File: config.mk
export PLATFORM = sky130hd
export DESIGN_NAME = dpsm_top
export DESIGN_NICKNAME = d
export VERILOG_FILES = /design/src/hw/dpsm_pkg.sv /design/src/hw/dpsm_top.sv
export VERILOG_INCLUDE_DIRS = /design/src /design/src/hw
export SDC_FILE = /design/constraint.sdc
export NUM_CORES = 1
export LEC_CHECK = 0
export ABC_AREA = 1
export BUFFER_PORTS_ARGS = -buffer_cell sky130_fd_sc_hd__buf_2
export CAP_MARGIN = 20
export CORE_UTILIZATION = 63
export DETAILED_ROUTE_END_ITERATION = 8
export GPL_TIMING_DRIVEN = 0
export HOLD_SLACK_MARGIN = 0.02
export PLACE_DENSITY = 0.95
export SLEW_MARGIN = 30
export SYNTH_ARGS = -nofsm -noshare
export SYNTH_HDL_FRONTEND = slang
export SYNTH_SLANG_ARGS = --single-unit
File: constraint.sdc
create_clock -name clk_i -period 3 [get_ports clk_i]
set_clock_uncertainty 0.15 [all_clocks]
set_input_delay 0.45 -clock clk_i [delete_from_list [all_inputs] [get_ports clk_i]]
set_output_delay 0.45 -clock clk_i [all_outputs]
set_load 0.005 [all_outputs]
File: src/hw/dpsm_map.svh
// Functional notes
// Commands via command word, state via state word
// Decode shutdown, switch on, enable operation patterns
// Bit1 clear disables voltage; bit2 clear quick-stops
// Fault reset and quick-stop return edge-triggered
// State word patterns for the six normal states
// Fault reaction and fault state word patterns
// After self-test pass enter switch-on disabled
// Requested mode and active mode held separately
// Mode request accepted in any state
// Quick stop option 0 switches driver off
// Options 1/2 ramp then switch-on disabled
// Options 5/6 ramp then stay energized
// Limit switch also forces quick stop
// Shutdown option: 0 immediate, 1 ramp
// Disable operation option: 0 immediate, 1 ramp
// Fault reaction ramp, then fault, error code kept
// Command bit 7 rising edge resets fault
// Unmatched command word keeps current state
`ifndef DPSM_MAP_SVH
`define DPSM_MAP_SVH

// Register offsets
`define DPSM_OFF_CMD       16'h6040
`define DPSM_OFF_STATE     16'h6041
`define DPSM_OFF_MODE_REQ  16'h6060
`define DPSM_OFF_MODE_ACT  16'h6061
`define DPSM_OFF_QS_OPT    16'h605A
`define DPSM_OFF_SD_OPT    16'h605B
`define DPSM_OFF_DO_OPT    16'h605C
`define DPSM_OFF_FR_OPT    16'h605E
`define DPSM_OFF_ERR_CODE  16'h1003
`define DPSM_OFF_IRQ_STAT  16'h2000
`define DPSM_OFF_IRQ_CLR   16'h2001
`define DPSM_OFF_IRQ_EN    16'h2002

// Reset values
`define DPSM_RST_CMD       16'h0000
`define DPSM_RST_MODE      8'h00
`define DPSM_RST_QS_OPT    16'h0002
`define DPSM_RST_SD_OPT    16'h0001
`define DPSM_RST_DO_OPT    16'h0001
`define DPSM_RST_FR_OPT    16'h0002

// Command word bit positions
`define DPSM_CMD_SWON      0
`define DPSM_CMD_VOLT      1
`define DPSM_CMD_QSTOP     2
`define DPSM_CMD_ENOP      3
`define DPSM_CMD_FRESET    7

// State word codes
`define DPSM_SW_NOT_READY  16'h0000
`define DPSM_SW_SOD        16'h0040
`define DPSM_SW_READY      16'h0021
`define DPSM_SW_SWON       16'h0023
`define DPSM_SW_OPEN       16'h0027
`define DPSM_SW_QSTOP      16'h0007
`define DPSM_SW_FREACT     16'h000F
`define DPSM_SW_FAULT      16'h0008

// Reaction option values
`define DPSM_OPT_OFF       16'h0000
`define DPSM_OPT_NORMAL    16'h0001
`define DPSM_OPT_QUICK     16'h0002
`define DPSM_OPT_NORM_HOLD 16'h0005
`define DPSM_OPT_QUICK_HOLD 16'h0006

// Interrupt event bits
`define DPSM_EV_CHANGE     0
`define DPSM_EV_FAULT      1
`define DPSM_EV_LIMIT      2
`define DPSM_EV_RAMP       3
`define DPSM_EV_W          4

`endif

File: src/hw/dpsm_pkg.sv
package dpsm_pkg;

  // Power states
  typedef enum logic [2:0] {
    ST_NOT_READY,
    ST_SOD,
    ST_READY,
    ST_SWON,
    ST_OPEN,
    ST_QSTOP,
    ST_FREACT,
    ST_FAULT
  } dpsm_state_t;

  // Deceleration ramp request
  typedef enum logic [1:0] {
    RAMP_NONE,
    RAMP_NORMAL,
    RAMP_QUICK
  } dpsm_ramp_t;

endpackage

File: src/hw/dpsm_top.sv
`timescale 1ns/1ps
`default_nettype none
`include "dpsm_map.svh"

module dpsm_top #(
  parameter int MODE_W = 8
) (
  // Clock and reset
  input  wire logic        clk_i,
  input  wire logic        rst_n_i,
  // Register port
  input  wire logic [15:0] addr_i,
  input  wire logic [15:0] wdata_i,
  input  wire logic        wr_i,
  input  wire logic        rd_i,
  output logic      [15:0] rdata_o,
  // Drive side
  input  wire logic        self_test_ok_i,
  input  wire logic        limit_switch_i,
  input  wire logic        fault_i,
  input  wire logic [15:0] fault_code_i,
  input  wire logic        ramp_done_i,
  output logic             drive_enable_o,
  output logic      [1:0]  brake_ramp_o,
  output logic      [MODE_W-1:0] mode_active_o,
  // Interrupt
  output logic             irq_o
);
  // Refuse widths the 16-bit register port cannot carry
  if (MODE_W < 1 || MODE_W > 16) begin : g_mode_w_check
    $error("MODE_W must lie between 1 and 16");
  end

  ////////////////////////////////////////////////////////////////////////////
  // Declarations
  ////////////////////////////////////////////////////////////////////////////

  dpsm_pkg::dpsm_state_t state;         // Current power state
  dpsm_pkg::dpsm_state_t next_state;
  dpsm_pkg::dpsm_state_t tgt;           // State reached after the ramp
  dpsm_pkg::dpsm_state_t next_tgt;
  dpsm_pkg::dpsm_ramp_t  ramp;          // Ramp being used
  dpsm_pkg::dpsm_ramp_t  next_ramp;
  logic              brk;               // Braking in progress
  logic              next_brk;
  logic              hold;              // Quick stop held energized
  logic              next_hold;
  logic              drv;               // Driver energized
  logic              next_drv;
  logic [15:0]       cmd;               // Command word
  logic [15:0]       next_cmd;
  logic [15:0]       cmd_prev;          // Command word one cycle back
  logic [MODE_W-1:0] mode_req;          // Requested mode
  logic [MODE_W-1:0] next_mode_req;
  logic [MODE_W-1:0] mode_act;          // Mode in force
  logic [MODE_W-1:0] next_mode_act;
  logic [15:0]       qs_opt;            // Quick stop reaction
  logic [15:0]       next_qs_opt;
  logic [15:0]       sd_opt;            // Shutdown reaction
  logic [15:0]       next_sd_opt;
  logic [15:0]       do_opt;            // Disable operation reaction
  logic [15:0]       next_do_opt;
  logic [15:0]       fr_opt;            // Fault reaction
  logic [15:0]       next_fr_opt;
  logic [15:0]       err_code;          // Last error code
  logic [15:0]       next_err_code;
  logic [`DPSM_EV_W-1:0] irq_stat;      // Sticky events
  logic [`DPSM_EV_W-1:0] next_irq_stat;
  logic [`DPSM_EV_W-1:0] irq_en;        // Event enables
  logic [`DPSM_EV_W-1:0] next_irq_en;
  logic [`DPSM_EV_W-1:0] evt;           // Events this cycle
  logic [15:0]       rdata;             // Read data flop
  logic [15:0]       next_rdata;
  logic [15:0]       state_word;        // Encoded state
  logic              lim_s1;            // Limit synchroniser stage 1
  logic              lim_s2;            // Limit synchroniser stage 2
  logic              lim_prev;          // Limit level one cycle back
  logic              lim_hit;           // Limit rising edge
  // Command decode
  logic c_lock;                         // Bit 7 set blocks normal commands
  logic c_dis_volt;
  logic c_qstop;
  logic c_shutdown;
  logic c_switch_on;
  logic c_enable;
  logic e_freset;                       // Rising edge of bit 7
  logic e_qs_ret;                       // Rising edge of bit 2

  ////////////////////////////////////////////////////////////////////////////
  // Input conditioning and command decode
  ////////////////////////////////////////////////////////////////////////////

  // Limit switch is a pin: two flops before use
  always_ff @(posedge clk_i or negedge rst_n_i) begin
    if (!rst_n_i) begin
      lim_s1   <= 1'b0;
      lim_s2   <= 1'b0;
      lim_prev <= 1'b0;
      cmd_prev <= `DPSM_RST_CMD;
    end else begin
      lim_s1   <= limit_switch_i;
      lim_s2   <= lim_s1;
      lim_prev <= lim_s2;
      cmd_prev <= cmd;
    end
  end
  assign lim_hit = lim_s2 & ~lim_prev;
  // Level decode with bit 7 clear; don't-care bits ignored
  assign c_lock      = cmd[`DPSM_CMD_FRESET];
  assign c_dis_volt  = ~c_lock & ~cmd[`DPSM_CMD_VOLT];
  assign c_qstop     = ~c_lock & ~cmd[`DPSM_CMD_QSTOP] & cmd[`DPSM_CMD_VOLT];
  assign c_shutdown  = ~c_lock & cmd[`DPSM_CMD_QSTOP] & cmd[`DPSM_CMD_VOLT]
                       & ~cmd[`DPSM_CMD_SWON];
  assign c_switch_on = ~c_lock & ~cmd[`DPSM_CMD_ENOP] & cmd[`DPSM_CMD_QSTOP]
                       & cmd[`DPSM_CMD_VOLT] & cmd[`DPSM_CMD_SWON];
  assign c_enable    = ~c_lock & cmd[`DPSM_CMD_ENOP] & cmd[`DPSM_CMD_QSTOP]
                       & cmd[`DPSM_CMD_VOLT] & cmd[`DPSM_CMD_SWON];
  // Edge requests, never the level
  assign e_freset = cmd[`DPSM_CMD_FRESET] & ~cmd_prev[`DPSM_CMD_FRESET];
  assign e_qs_ret = c_enable & ~cmd_prev[`DPSM_CMD_QSTOP];

  ////////////////////////////////////////////////////////////////////////////
  // Power state machine
  ////////////////////////////////////////////////////////////////////////////

  // Next state, braking and driver
  always_comb begin
    next_state    = state;
    next_tgt      = tgt;
    next_ramp     = ramp;
    next_brk      = brk;
    next_hold     = hold;
    next_err_code = err_code;
    if (fault_i && state != dpsm_pkg::ST_NOT_READY
        && state != dpsm_pkg::ST_FREACT && state != dpsm_pkg::ST_FAULT) begin
      // Error: react per fault option, keep the code
      next_state    = dpsm_pkg::ST_FREACT;
      next_err_code = fault_code_i;
      next_tgt      = dpsm_pkg::ST_FAULT;
      next_hold     = 1'b0;
      next_brk      = (fr_opt == `DPSM_OPT_NORMAL) || (fr_opt == `DPSM_OPT_QUICK);
      next_ramp     = (fr_opt == `DPSM_OPT_QUICK) ? dpsm_pkg::RAMP_QUICK : dpsm_pkg::RAMP_NORMAL;
    end else begin
      case (state)
        dpsm_pkg::ST_NOT_READY: begin
          // Wait for the self-test
          if (self_test_ok_i) begin
            next_state = dpsm_pkg::ST_SOD;
          end
        end
        dpsm_pkg::ST_SOD: begin
          // Transition 2
          if (c_shutdown) begin
            next_state = dpsm_pkg::ST_READY;
          end
        end
        dpsm_pkg::ST_READY: begin
          // Transitions 3 and 7
          if (c_switch_on) begin
            next_state = dpsm_pkg::ST_SWON;
          end else if (c_dis_volt || c_qstop) begin
            next_state = dpsm_pkg::ST_SOD;
          end
        end
        dpsm_pkg::ST_SWON: begin
          // Transitions 4, 6 and 10
          if (c_enable) begin
            next_state = dpsm_pkg::ST_OPEN;
          end else if (c_shutdown) begin
            next_state = dpsm_pkg::ST_READY;
          end else if (c_dis_volt || c_qstop) begin
            next_state = dpsm_pkg::ST_SOD;
          end
        end
        dpsm_pkg::ST_OPEN: begin
          if (brk) begin
            // Ramp for shutdown or disable operation
            if (c_dis_volt) begin
              next_state = dpsm_pkg::ST_SOD;
              next_brk   = 1'b0;
            end else if (ramp_done_i) begin
              next_state = tgt;
              next_brk   = 1'b0;
            end
          end else if (lim_hit || c_qstop) begin
            // Transition 11, option picks the reaction
            next_state = dpsm_pkg::ST_QSTOP;
            next_hold  = 1'b0;
            next_brk   = (qs_opt == `DPSM_OPT_NORMAL) || (qs_opt == `DPSM_OPT_QUICK)
                         || (qs_opt == `DPSM_OPT_NORM_HOLD)
                         || (qs_opt == `DPSM_OPT_QUICK_HOLD);
            next_ramp  = ((qs_opt == `DPSM_OPT_QUICK) || (qs_opt == `DPSM_OPT_QUICK_HOLD))
                         ? dpsm_pkg::RAMP_QUICK : dpsm_pkg::RAMP_NORMAL;
            next_tgt   = ((qs_opt == `DPSM_OPT_NORM_HOLD) || (qs_opt == `DPSM_OPT_QUICK_HOLD))
                         ? dpsm_pkg::ST_QSTOP : dpsm_pkg::ST_SOD;
          end else if (c_dis_volt) begin
            // Transition 9
            next_state = dpsm_pkg::ST_SOD;
          end else if (c_shutdown) begin
            // Transition 8, reserved values act as 0
            next_tgt  = dpsm_pkg::ST_READY;
            next_ramp = dpsm_pkg::RAMP_NORMAL;
            if (sd_opt == `DPSM_OPT_NORMAL) begin
              next_brk = 1'b1;
            end else begin
              next_state = dpsm_pkg::ST_READY;
            end
          end else if (c_switch_on) begin
            // Transition 5, reserved values act as 0
            next_tgt  = dpsm_pkg::ST_SWON;
            next_ramp = dpsm_pkg::RAMP_NORMAL;
            if (do_opt == `DPSM_OPT_NORMAL) begin
              next_brk = 1'b1;
            end else begin
              next_state = dpsm_pkg::ST_SWON;
            end
          end
        end
        dpsm_pkg::ST_QSTOP: begin
          if (c_dis_volt) begin
            // Transition 12
            next_state = dpsm_pkg::ST_SOD;
            next_brk   = 1'b0;
            next_hold  = 1'b0;
          end else if (brk) begin
            if (ramp_done_i) begin
              next_brk = 1'b0;
              if (tgt == dpsm_pkg::ST_QSTOP) begin
                next_hold = 1'b1;
              end else begin
                next_state = tgt;
              end
            end
          end else if (hold) begin
            // Transition 16 on the edge only
            if (e_qs_ret) begin
              next_state = dpsm_pkg::ST_OPEN;
              next_hold  = 1'b0;
            end
          end else begin
            // Option 0: driver already off
            next_state = dpsm_pkg::ST_SOD;
          end
        end
        dpsm_pkg::ST_FREACT: begin
          // Settle once the fault ramp ends
          if (!brk || ramp_done_i) begin
            next_state = dpsm_pkg::ST_FAULT;
            next_brk   = 1'b0;
          end
        end
        dpsm_pkg::ST_FAULT: begin
          // Transition 15
          if (e_freset) begin
            next_state = dpsm_pkg::ST_SOD;
          end
        end
        default: begin
          next_state = dpsm_pkg::ST_NOT_READY;
        end
      endcase
    end
    // Anything else keeps the state
    if (!next_brk) begin
      next_ramp = dpsm_pkg::RAMP_NONE;
    end
    next_drv = (next_state == dpsm_pkg::ST_OPEN) || next_brk
               || ((next_state == dpsm_pkg::ST_QSTOP) && next_hold);
  end
  // State registers
  always_ff @(posedge clk_i or negedge rst_n_i) begin
    if (!rst_n_i) begin
      state    <= dpsm_pkg::ST_NOT_READY;
      tgt      <= dpsm_pkg::ST_SOD;
      ramp     <= dpsm_pkg::RAMP_NONE;
      brk      <= 1'b0;
      hold     <= 1'b0;
      drv      <= 1'b0;
      err_code <= 16'h0000;
    end else begin
      state    <= next_state;
      tgt      <= next_tgt;
      ramp     <= next_ramp;
      brk      <= next_brk;
      hold     <= next_hold;
      drv      <= next_drv;
      err_code <= next_err_code;
    end
  end
  // State word encoding
  always_comb begin
    case (state)
      dpsm_pkg::ST_NOT_READY: state_word = `DPSM_SW_NOT_READY;
      dpsm_pkg::ST_SOD:       state_word = `DPSM_SW_SOD;
      dpsm_pkg::ST_READY:     state_word = `DPSM_SW_READY;
      dpsm_pkg::ST_SWON:      state_word = `DPSM_SW_SWON;
      dpsm_pkg::ST_OPEN:      state_word = `DPSM_SW_OPEN;
      dpsm_pkg::ST_QSTOP:     state_word = `DPSM_SW_QSTOP;
      dpsm_pkg::ST_FREACT:    state_word = `DPSM_SW_FREACT;
      dpsm_pkg::ST_FAULT:     state_word = `DPSM_SW_FAULT;
      default:                state_word = `DPSM_SW_NOT_READY;
    endcase
  end

  ////////////////////////////////////////////////////////////////////////////
  // Register file and interrupts
  ////////////////////////////////////////////////////////////////////////////

  // Events raised by the state machine
  always_comb begin
    evt = '0;
    evt[`DPSM_EV_CHANGE] = (next_state != state);
    evt[`DPSM_EV_FAULT]  = (next_state == dpsm_pkg::ST_FREACT)
                           && (state != dpsm_pkg::ST_FREACT);
    evt[`DPSM_EV_LIMIT]  = lim_hit && (state == dpsm_pkg::ST_OPEN) && !brk;
    evt[`DPSM_EV_RAMP]   = brk && !next_brk;
  end
  // Writes, mode follow-up, read mux
  always_comb begin
    next_cmd      = cmd;
    next_mode_req = mode_req;
    next_qs_opt   = qs_opt;
    next_sd_opt   = sd_opt;
    next_do_opt   = do_opt;
    next_fr_opt   = fr_opt;
    next_irq_en   = irq_en;
    next_irq_stat = irq_stat;
    next_rdata    = 16'h0000;
    if (wr_i) begin
      case (addr_i)
        `DPSM_OFF_CMD:      next_cmd      = wdata_i;
        `DPSM_OFF_MODE_REQ: next_mode_req = wdata_i[MODE_W-1:0];
        `DPSM_OFF_QS_OPT:   next_qs_opt   = wdata_i;
        `DPSM_OFF_SD_OPT:   next_sd_opt   = wdata_i;
        `DPSM_OFF_DO_OPT:   next_do_opt   = wdata_i;
        `DPSM_OFF_FR_OPT:   next_fr_opt   = wdata_i;
        `DPSM_OFF_IRQ_EN:   next_irq_en   = wdata_i[`DPSM_EV_W-1:0];
        `DPSM_OFF_IRQ_CLR:  next_irq_stat = irq_stat & ~wdata_i[`DPSM_EV_W-1:0];
        default:            next_cmd      = cmd;
      endcase
    end
    // Set wins over a clear in the same cycle
    next_irq_stat = next_irq_stat | evt;
    // Mode changes take effect unless a ramp is running
    next_mode_act = brk ? mode_act : mode_req;
    if (rd_i) begin
      case (addr_i)
        `DPSM_OFF_CMD:      next_rdata = cmd;
        `DPSM_OFF_STATE:    next_rdata = state_word;
        `DPSM_OFF_MODE_REQ: next_rdata = 16'(mode_req);
        `DPSM_OFF_MODE_ACT: next_rdata = 16'(mode_act);
        `DPSM_OFF_QS_OPT:   next_rdata = qs_opt;
        `DPSM_OFF_SD_OPT:   next_rdata = sd_opt;
        `DPSM_OFF_DO_OPT:   next_rdata = do_opt;
        `DPSM_OFF_FR_OPT:   next_rdata = fr_opt;
        `DPSM_OFF_ERR_CODE: next_rdata = err_code;
        `DPSM_OFF_IRQ_STAT: next_rdata = 16'(irq_stat);
        `DPSM_OFF_IRQ_EN:   next_rdata = 16'(irq_en);
        default:            next_rdata = 16'h0000;
      endcase
    end
  end
  // Register file flops
  always_ff @(posedge clk_i or negedge rst_n_i) begin
    if (!rst_n_i) begin
      cmd      <= `DPSM_RST_CMD;
      mode_req <= MODE_W'(`DPSM_RST_MODE);
      mode_act <= MODE_W'(`DPSM_RST_MODE);
      qs_opt   <= `DPSM_RST_QS_OPT;
      sd_opt   <= `DPSM_RST_SD_OPT;
      do_opt   <= `DPSM_RST_DO_OPT;
      fr_opt   <= `DPSM_RST_FR_OPT;
      irq_en   <= '0;
      irq_stat <= '0;
      rdata    <= 16'h0000;
    end else begin
      cmd      <= next_cmd;
      mode_req <= next_mode_req;
      mode_act <= next_mode_act;
      qs_opt   <= next_qs_opt;
      sd_opt   <= next_sd_opt;
      do_opt   <= next_do_opt;
      fr_opt   <= next_fr_opt;
      irq_en   <= next_irq_en;
      irq_stat <= next_irq_stat;
      rdata    <= next_rdata;
    end
  end
  // Outputs
  assign rdata_o        = rdata;
  assign drive_enable_o = drv;
  assign brake_ramp_o   = ramp;
  assign mode_active_o  = mode_act;
  assign irq_o          = |(irq_stat & irq_en);

endmodule

`default_nettype wire

== Word level (Yosys, flattened, before mapping) ==
Memory sizes are Yosys's and may differ from the RTL's.
Index checks and enable logic that the tools add are counted.

* Multiplexer cells: 71
* Reductions and logical operators: 35
* Equality and inequality tests: 40
* Bitwise operators: 29

{| class="wikitable"
|+ Operators with widths
! operator !! number
|-
| case mux 16 bit (11 select lines) || 1
|-
| == test 16 x 15 -> 1 bit, second input constant || 8
|-
| two-way mux 3 bit || 32
|-
| == test 16 x 1 -> 1 bit, second input constant || 4
|-
| == test 16 x 14 -> 1 bit, second input constant || 3
|-
| == test 16 x 2 -> 1 bit, second input constant || 2
|-
| == test 16 x 3 -> 1 bit, second input constant || 2
|-
| == test 3 bit, second input constant || 8
|-
| case mux 3 bit (8 select lines) || 1
|-
| two-way mux 1 bit || 22
|-
| two-way mux 2 bit || 10
|-
| bitwise AND 1 bit || 17
|-
| == test 16 x 13 -> 1 bit, second input constant || 1
|-
| two-way mux 16 bit || 1
|-
| AND reduction 2 bit || 7
|-
| logical OR 1 bit || 11
|-
| bitwise AND 4 bit || 2
|-
| logical AND 1 bit || 8
|-
| two-way mux 4 bit || 2
|-
| NOT 1 bit || 8
|-
| AND reduction 4 bit || 2
|-
| == test 3 x 2 -> 1 bit, second input constant || 2
|-
| inequality test 3 x 1 -> 1 bit, second input constant || 2
|-
| inequality test 3 bit, second input constant || 2
|-
| 16 further kinds || 17
|}

* Memories: 1
* ROM bits: 48
* Register bits: 158
* Word-level logic and storage cells: 197
* Bits of input ports: 56

{| class="wikitable"
|+ Memories
! name !! depth !! width !! read ports !! clocked after memory_dff !! wr ports !! line !! text
|-
| (no name shown) || 8 || 6 || 1 || 0 || 0 || dpsm_top.sv:292 || <nowiki>case (state)</nowiki>
|}

== Logic depth before layout (Yosys ltp) ==
Gate-level depths: netlist of the first run.

* Depth after elaboration: 15
* Mapped depth: 16

== Least setup slack after synthesis of the first run ==
Ideal clock, no wire load.

* Path type: input port to flip-flop
* Start point: in addr_i[11]
* End point: reg cmd[1]
* Path slack: 1.027 ns
* Required time: 2.718 ns
* Arrival time: 1.692 ns
* Stages on the path: 11
* Path through: nor2_1 > nand2_1 > nor3_4 > nand3_2 > clkinv_2 > nand3_1 > inv_2 > nand2_1 > clkbuf_1 > nand2_1 > o21ai_0

* Word-level cells in the longest chain between the ends: 2

{| class="wikitable"
|+ RTL lines
! what !! line !! text
|-
| start: declaration || dpsm_top.sv:12 || <nowiki>input wire logic [15:0] addr_i,</nowiki>
|-
| == test 16 x 15 -> 1 bit || dpsm_top.sv:330 || <nowiki>case (addr_i)</nowiki>
|-
| AND reduction 2 bit (no source line) || n/a ||
|-
| end signal: assignment || dpsm_top.sv:366 || <nowiki>cmd <= `DPSM_RST_CMD;</nowiki>
|-
| end signal: assignment || dpsm_top.sv:377 || <nowiki>cmd <= next_cmd;</nowiki>
|-
| end: declaration || dpsm_top.sv:50 || <nowiki>logic [15:0] cmd;</nowiki>
|}

No other way between the ends.
A chain may end at the register's enable or synchronous reset.

== Final worst setup path of the first run ==
* Start point: reg state[1]
* End point: reg irq_stat[3]

* Word-level cells in the longest chain between the ends: 8

{| class="wikitable"
|+ RTL lines
! what !! line !! text
|-
| start: declaration || dpsm_top.sv:38 || <nowiki>dpsm_pkg::dpsm_state_t state;</nowiki>
|-
| start signal: assignment || dpsm_top.sv:273 || <nowiki>state <= dpsm_pkg::ST_NOT_READY;</nowiki>
|-
| start signal: assignment || dpsm_top.sv:281 || <nowiki>state <= next_state;</nowiki>
|-
| branches (longest 4 deep; another with == test 3 bit) || n/a ||
|-
| two-way mux 1 bit (*) || dpsm_top.sv:134 || <nowiki>if (fault_i && state != dpsm_pkg::ST_NOT_READY</nowiki>
|-
| via next_brk || dpsm_top.sv:45 || <nowiki>logic next_brk;</nowiki>
|-
| logical NOT 1 bit (*) || dpsm_top.sv:316 || <nowiki>evt[`DPSM_EV_RAMP] = brk && !next_brk;</nowiki>
|-
| logical AND 1 bit (*) || dpsm_top.sv:316 ||
|-
| bitwise OR 4 bit (*) || dpsm_top.sv:343 || <nowiki>next_irq_stat = next_irq_stat | evt;</nowiki>
|-
| via next_irq_stat[3] || dpsm_top.sv:68 || <nowiki>logic [`DPSM_EV_W-1:0] next_irq_stat;</nowiki>
|-
| end signal: assignment || dpsm_top.sv:385 || <nowiki>irq_stat <= next_irq_stat;</nowiki>
|-
| end: declaration || dpsm_top.sv:67 || <nowiki>logic [`DPSM_EV_W-1:0] irq_stat;</nowiki>
|}

Mark *: on every way through the listed nets, which the timed path passes.

==> results of run 1 <==
layout by cell type, fill, tap and decap left out, types with 4 or more instances in the layout:
cell,count
nor3_1,19
clkinv_2,4
nor2_1,97
buf_2,90
dfrtp_1,147
o22ai_1,6
clkbuf_1,24
a22oi_1,5
nand3_1,58
dfstp_2,5
o21ai_1,5
nand2_1,319
a21oi_1,14
clkbuf_16,17
o21ai_0,134
nor4_1,7
nand4_1,16
inv_1,112
state kept, by name (all words and copies together), names as in the netlist, 2 cells and up:
| register | flops |
|---|---|
| brake_ramp_o | 2 |
| cmd | 16 |
| cmd_prev | 2 |
| do_opt | 16 |
| err_code | 16 |
| fr_opt | 16 |
| irq_en | 4 |
| irq_stat | 4 |
| mode_active_o | 8 |
| mode_req | 8 |
| qs_opt | 16 |
| rdata_o | 16 |
| sd_opt | 16 |
| state | 3 |
| tgt | 3 |
cell type report:
| cell class | instances | area [µm²] | area share |
|---|---|---|---|
| Buffer | 34 | 154 | 0.0174 |
| Multi-Input combinational cell | 708 | 3160 | 0.358 |
| Sequential cell | 152 | 3810 | 0.432 |
| Clock inverter | 11 | 148 | 0.0167 |
| Clock buffer | 20 | 437 | 0.0495 |
| Tap cell | 143 | 179 | 0.0203 |
| Inverter | 116 | 437 | 0.0495 |
| Timing Repair Buffer | 86 | 495 | 0.0562 |
critical path: stages (launching register included):
cell,delay [ps]
dfrtp_1,490
nand2_1,130
inv_1,100
nor2_1,160
nand2_1,220
inv_1,140
buf_2,270
nand4_1,190
inv_1,140
o21ai_0,130
nand2_1,280
o21ai_0,120
metal layers:
| metal | vias to the layer above | GRT usage | wire, µm |
|---|---|---|---|
| li1 | 3470 | - | - |
| met1 | 3637 | 0.522 | 8650 |
| met4 | 0 | 0.289 | 1960 |
| met3 | 194 | 0.144 | 3260 |
| met2 | 665 | 0.688 | 11800 |
| met5 | - | 0 | 0 |
power breakdown:
group          switching (W)  internal [W]  total (W)
registers           0.000124       0.00221    0.00234
clock network       0.000862       0.00130    0.00217
logic               0.000798      0.000318    0.00112
worst max-delay path by stage:
stage	cells past startpoint	slack (ps)	from	endpoint
5_1_grt	12	250	state[2]$_DFF_PN0_	irq_stat[3]$_DFF_PN0_
3_3_place_gp	1	-800	rst_n_i	rdata_o[9]$_DFF_PN0_
4_1_cts	12	450	state[2]$_DFF_PN0_	irq_stat[3]$_DFF_PN0_
2_1_floorplan	11	1030	addr_i[11]	cmd[1]$_DFFE_PN0P_
3_5_place_dp	12	340	addr_i[11]	cmd[10]$_DFFE_PN0P_
6_report	11	330	state[1]$_DFF_PN0_	irq_stat[3]$_DFF_PN0_
stage by stage:
stage | area (µm²) | setup slack, ps | setup TNS, ps | util
after CTS | 8810 | 451 | 0 | 0.762
final | 8820 | 329 | 0 | 0.763
after global routing | 8820 | 253 | 0 | 0.763
after floorplan | 7560 | 1030 | 0 | -
after detailed placement | 8210 | 344 | 0 | 0.710
after global placement | 8150 | -800 | -116570 | 0.704
cells by family after synthesis:
family / Yosys count / synth area share
compound gates: 177 / 0.125
buf+inv: 150 / 0.0782
flops: 152 / 0.504
simple gates: 531 / 0.293
==> qor.txt, run 1 <==
initial antenna violation count: 0
layout cells sized above 1: 0.130
ys async rst share: 1.00
Avg Inst Size Synth: 7.48 µm²
global-route usage over all layers: 0.439
global-route wire length before repair: 40300 µm
type of the most critical hold path: in2reg
Inst Count DP: 1237
most frequent cell after synthesis: nand2_1
worst endpoint required time: 3150 ps
Hold Path End: err_code[14]$_DFFE_PN0P_
setup violators final: 0
Root Buffer Master: clkbuf_16
Post-CTS Setup Bufs: 0
Die W: 112 µm
Post-Synthesis Cell Area: 7560 µm²
Clock Latency Late Sink: 440 ps
Crit. End Element: flip-flop
routability cong.: 0.990
YS warnings: 0
Hold Vio Cnt, Final: 0
flops & latches, synth: 152
die area: 12400 µm²
Post-synth EDFFs: 0
fin crit period: 2670 ps
status: finished, violations left
hold depth: 3
Arrival @ worst endpoint: 2820 ps
final hold slack: 50.6 ps
clock-pin slew on the worst setup and hold paths: 60 ps
Synth top area share: 0.487
core box area: 11600 µm²
gr ovfl total: 0
top cells by area, synth: dfrtp_1 (49%), nand2_1 (16%), o21ai_0 (8.9%)
Ports: 84
TritonCTS clock tree: yes
Rel. slew slack: 0.530
DP HPWL: 16800 µm
Net Count, Synth: 1066
Rows: 39
max cap viols: 0
H-tree depth: 4
synth cell count leaders: nand2_1 (319), dfrtp_1 (147), o21ai_0 (134)
Area Overhead vs Synth: 16.7%
Seq/Total Area, Yosys: 0.504
CTS Buffer Depth: 2
height of the die: 112 µm
FF-to-FF Start: state[1]$_DFF_PN0_
Peak Freq: 0.374 GHz
antenna-violating nets left: 0
final worst-path cycle share: 0.890
r2r endpoint: irq_stat[3]$_DFF_PN0_
Iter 0 DRT Violations: 1346
Max VDD drop: 0.000572 V
Crit Path Class: reg2reg
filler cell count: 787
Ant. Diodes: 0
final wirelength: 25600 µm
Post-layout nets: 1171
number of iterations in the first detailed-routing pass: 9
RSZ-0062 raised after global routing: false
R2R cell count: 11
Starting Density: 0.653
failing checks: DRC
Remaining DRCs: 3
measured slew at the worst slew-check pin: 698 ps
total power: 0.00562 W
# hold bufs at CTS: 2
non-filler cells, final: 1270
vias in the first global route: 7671
via-per-instance ratio: 6.27
drt wl/cell: 20.2 µm
largest net degree at the start of global routing: 88
Cells after Synth: 1010
Leak: 4.45 nW
clk sinks: 152
count of input and output buffers: 82
CTS buffer count: 17
PostCTS Resize Cnt: 0
worst hold start: fault_code_i[14]
Yosys cell types: 36
final slew viol count: 0
worst reg2reg setup slack: 330 ps
Worst Path Max Fanout: 10
Post-synth top flop: dfrtp_1
vias: 7966
startpoint types: flip-flop
dominant cell type by area after synthesis: dfrtp_1
pwr/cell area: 637 nW/µm²
Power figures use the tool's default switching activity.
==> run 2: changes to the inputs <==
==> constraint.sdc (replaced) <==
create_clock -name clk_i -period 3.23 [get_ports clk_i]
set_clock_uncertainty 0.15 [all_clocks]
set_input_delay 0.4845 -clock clk_i [delete_from_list [all_inputs] [get_ports clk_i]]
set_output_delay 0.4845 -clock clk_i [all_outputs]
set_load 0.005 [all_outputs]
==> run 2 against run 1 <==
Net effect: the run still ends with DRC left; setup slack gained 170 ps; total power down 7.2%; clock power is 7% lower; sequential cell count unchanged; worst hold slack better by 38 ps; fmax down 2.1%; routed wire length up 0.48%; global-route usage hardly changed; sequential power fell by 7%; critical path depth up 1; core utilization did not move; sequential share of layout area did not move; critical endpoint unchanged; largest cell class unchanged; highest routed layer unchanged.
==> qor.txt, run 2 (synthesis results as in run 1) <==
Rows: 39
drt wl/cell: 20.3 µm
Die W: 112 µm
core box area: 11600 µm²
worst endpoint required time: 3380 ps
slowest stage delay, CP: 350 ps
setup violators final: 0
Peak Freq: 0.366 GHz
vias: 7929
height of the die: 112 µm
measured slew at the worst slew-check pin: 720 ps
type of the most critical hold path: in2reg
Post-layout nets: 1171
buffers plus inverters on the worst setup path: 5
Arrival @ worst endpoint: 2880 ps
clock-pin slew on the worst setup and hold paths: 60 ps
final slew viol count: 0
global-route usage over all layers: 0.439
DP HPWL: 16800 µm
global-route wire length before repair: 40300 µm
antenna-violating nets left: 0
max cap viols: 0
Slowest cell on crit path: dfrtp_1
vias in the first global route: 7675
failing checks: DRC
Leak: 4.45 nW
Max VDD drop: 0.000530 V
startpoint types: flip-flop
largest net degree at the start of global routing: 88
sequence of cells on the critical path: buf_2 > nand2_1 > inv_1 > nor2_1 > nand2_1 > inv_1 > buf_2 > nand4_1 > inv_1 > o21ai_0 > nand2_1 > o21ai_0
Area Overhead vs Synth: 16.7%
fin crit period: 2730 ps
final worst-path cycle share: 0.845
Remaining DRCs: 7
TritonCTS clock tree: yes
Ant. Diodes: 0
clk sinks: 152
pwr/cell area: 591 nW/µm²
Hold Vio Cnt, Final: 0
Starting Density: 0.653
final core occ: 0.763
CTS Buffer Depth: 2
Root Buffer Master: clkbuf_16
gr ovfl total: 0
routability cong.: 0.990
most common cell after layout, fill and taps aside: nand2_1
initial antenna violation count: 0
CP delay by family, top: simple AND/OR/NAND/NOR gates
Crit Path Class: reg2reg
number of iterations in the first detailed-routing pass: 9
CTS buffer count: 17
RSZ-0062 raised after global routing: false
Crit. End Element: flip-flop
count of input and output buffers: 82
PostCTS Resize Cnt: 0
worst reg2reg setup slack: 500 ps
commonest cells after routing, fill and taps aside: nand2_1 (319), dfrtp_1 (147), o21ai_0 (134)
Ports: 84
die area: 12400 µm²
Rel. slew slack: 0.516
Iter 0 DRT Violations: 1295
via-per-instance ratio: 6.24
Worst Path Max Fanout: 10
layout cells sized above 1: 0.130
final wirelength: 25800 µm
Clock Latency Late Sink: 440 ps
TNS Setup: 0 ps
status: finished, violations left
H-tree depth: 4
[run 2: repair_timing]
action,CTS,global route
endpoints found under the setup margin,0,0
hold endpoints to repair,85,0
setup buffers,0,0
hold buffers,2,0
[run 2: final cells by class]
cell class                 instances  area (µm²)
sequential                       152        3810
buffer                            34         154
clock buffer                      20         437
fill                             787        2740
multi-input combinational        708        3160
timing repair buffer              86         495
clock inverter                    11         148
inverter                         116         437
tap                              143         179
[run 2: power breakdown]
group	switching, W	total (W)	internal (W)
Sequential	0.000113	0.00217	0.00205
Clock	0.000796	0.00201	0.00121
Combinational	0.000743	0.00104	0.000295
[run 2: worst reg2reg max path, cell delays in order, from the launching register on]
cell and delay, ps:
dfrtp_1 350, buf_2 180, nand2_1 90, inv_1 110
nor2_1 160, nand2_1 220, inv_1 130, buf_2 270
nand4_1 220, inv_1 190, o21ai_0 140, nand2_1 270
o21ai_0 110
[run 2: path summary, 6_finish.rpt]
path                                          from                  endpoint  cells after the start
max in group asynchronous                  rst_n_i     sd_opt[0]$_DFFE_PN1P_                      4
worst min register to register    lim_s1$_DFF_PN0_          lim_s2$_DFF_PN0_                      0
worst max register to register  state[2]$_DFF_PN0_     irq_stat[3]$_DFF_PN0_                     12
worst max-delay path            state[2]$_DFF_PN0_     irq_stat[3]$_DFF_PN0_                     12
worst min-delay path              fault_code_i[14]  err_code[14]$_DFFE_PN0P_                      3
min in group asynchronous                  rst_n_i     irq_en[1]$_DFFE_PN0P_                      3
[run 2: per-stage QoR]
step / std cells / total power (W) / setup WS [ps] / hold WS (ps) / area (µm²)
after floorplan: 1010 / 0.00281 / 1220 / 38.9 / 7560
after global placement: 1235 / 0.00315 / -605 / 185 / 8150
after detailed placement: 1237 / 0.00318 / 539 / 196 / 8210
after CTS: 1270 / 0.00517 / 681 / 85.0 / 8810
after global routing: 1270 / 0.00540 / 451 / 110 / 8820
final: 1270 / 0.00521 / 501 / 88.8 / 8820
[run 2: per-layer routing]
| metal | track usage | vias up | wire length, µm |
|---|---|---|---|
| met2 | 0.691 | 642 | 11800 |
| met3 | 0.144 | 182 | 3400 |
| met4 | 0.297 | 0 | 1800 |
| li1 | - | 3470 | - |
| met1 | 0.516 | 3635 | 8720 |
| met5 | 0 | - | 0 |
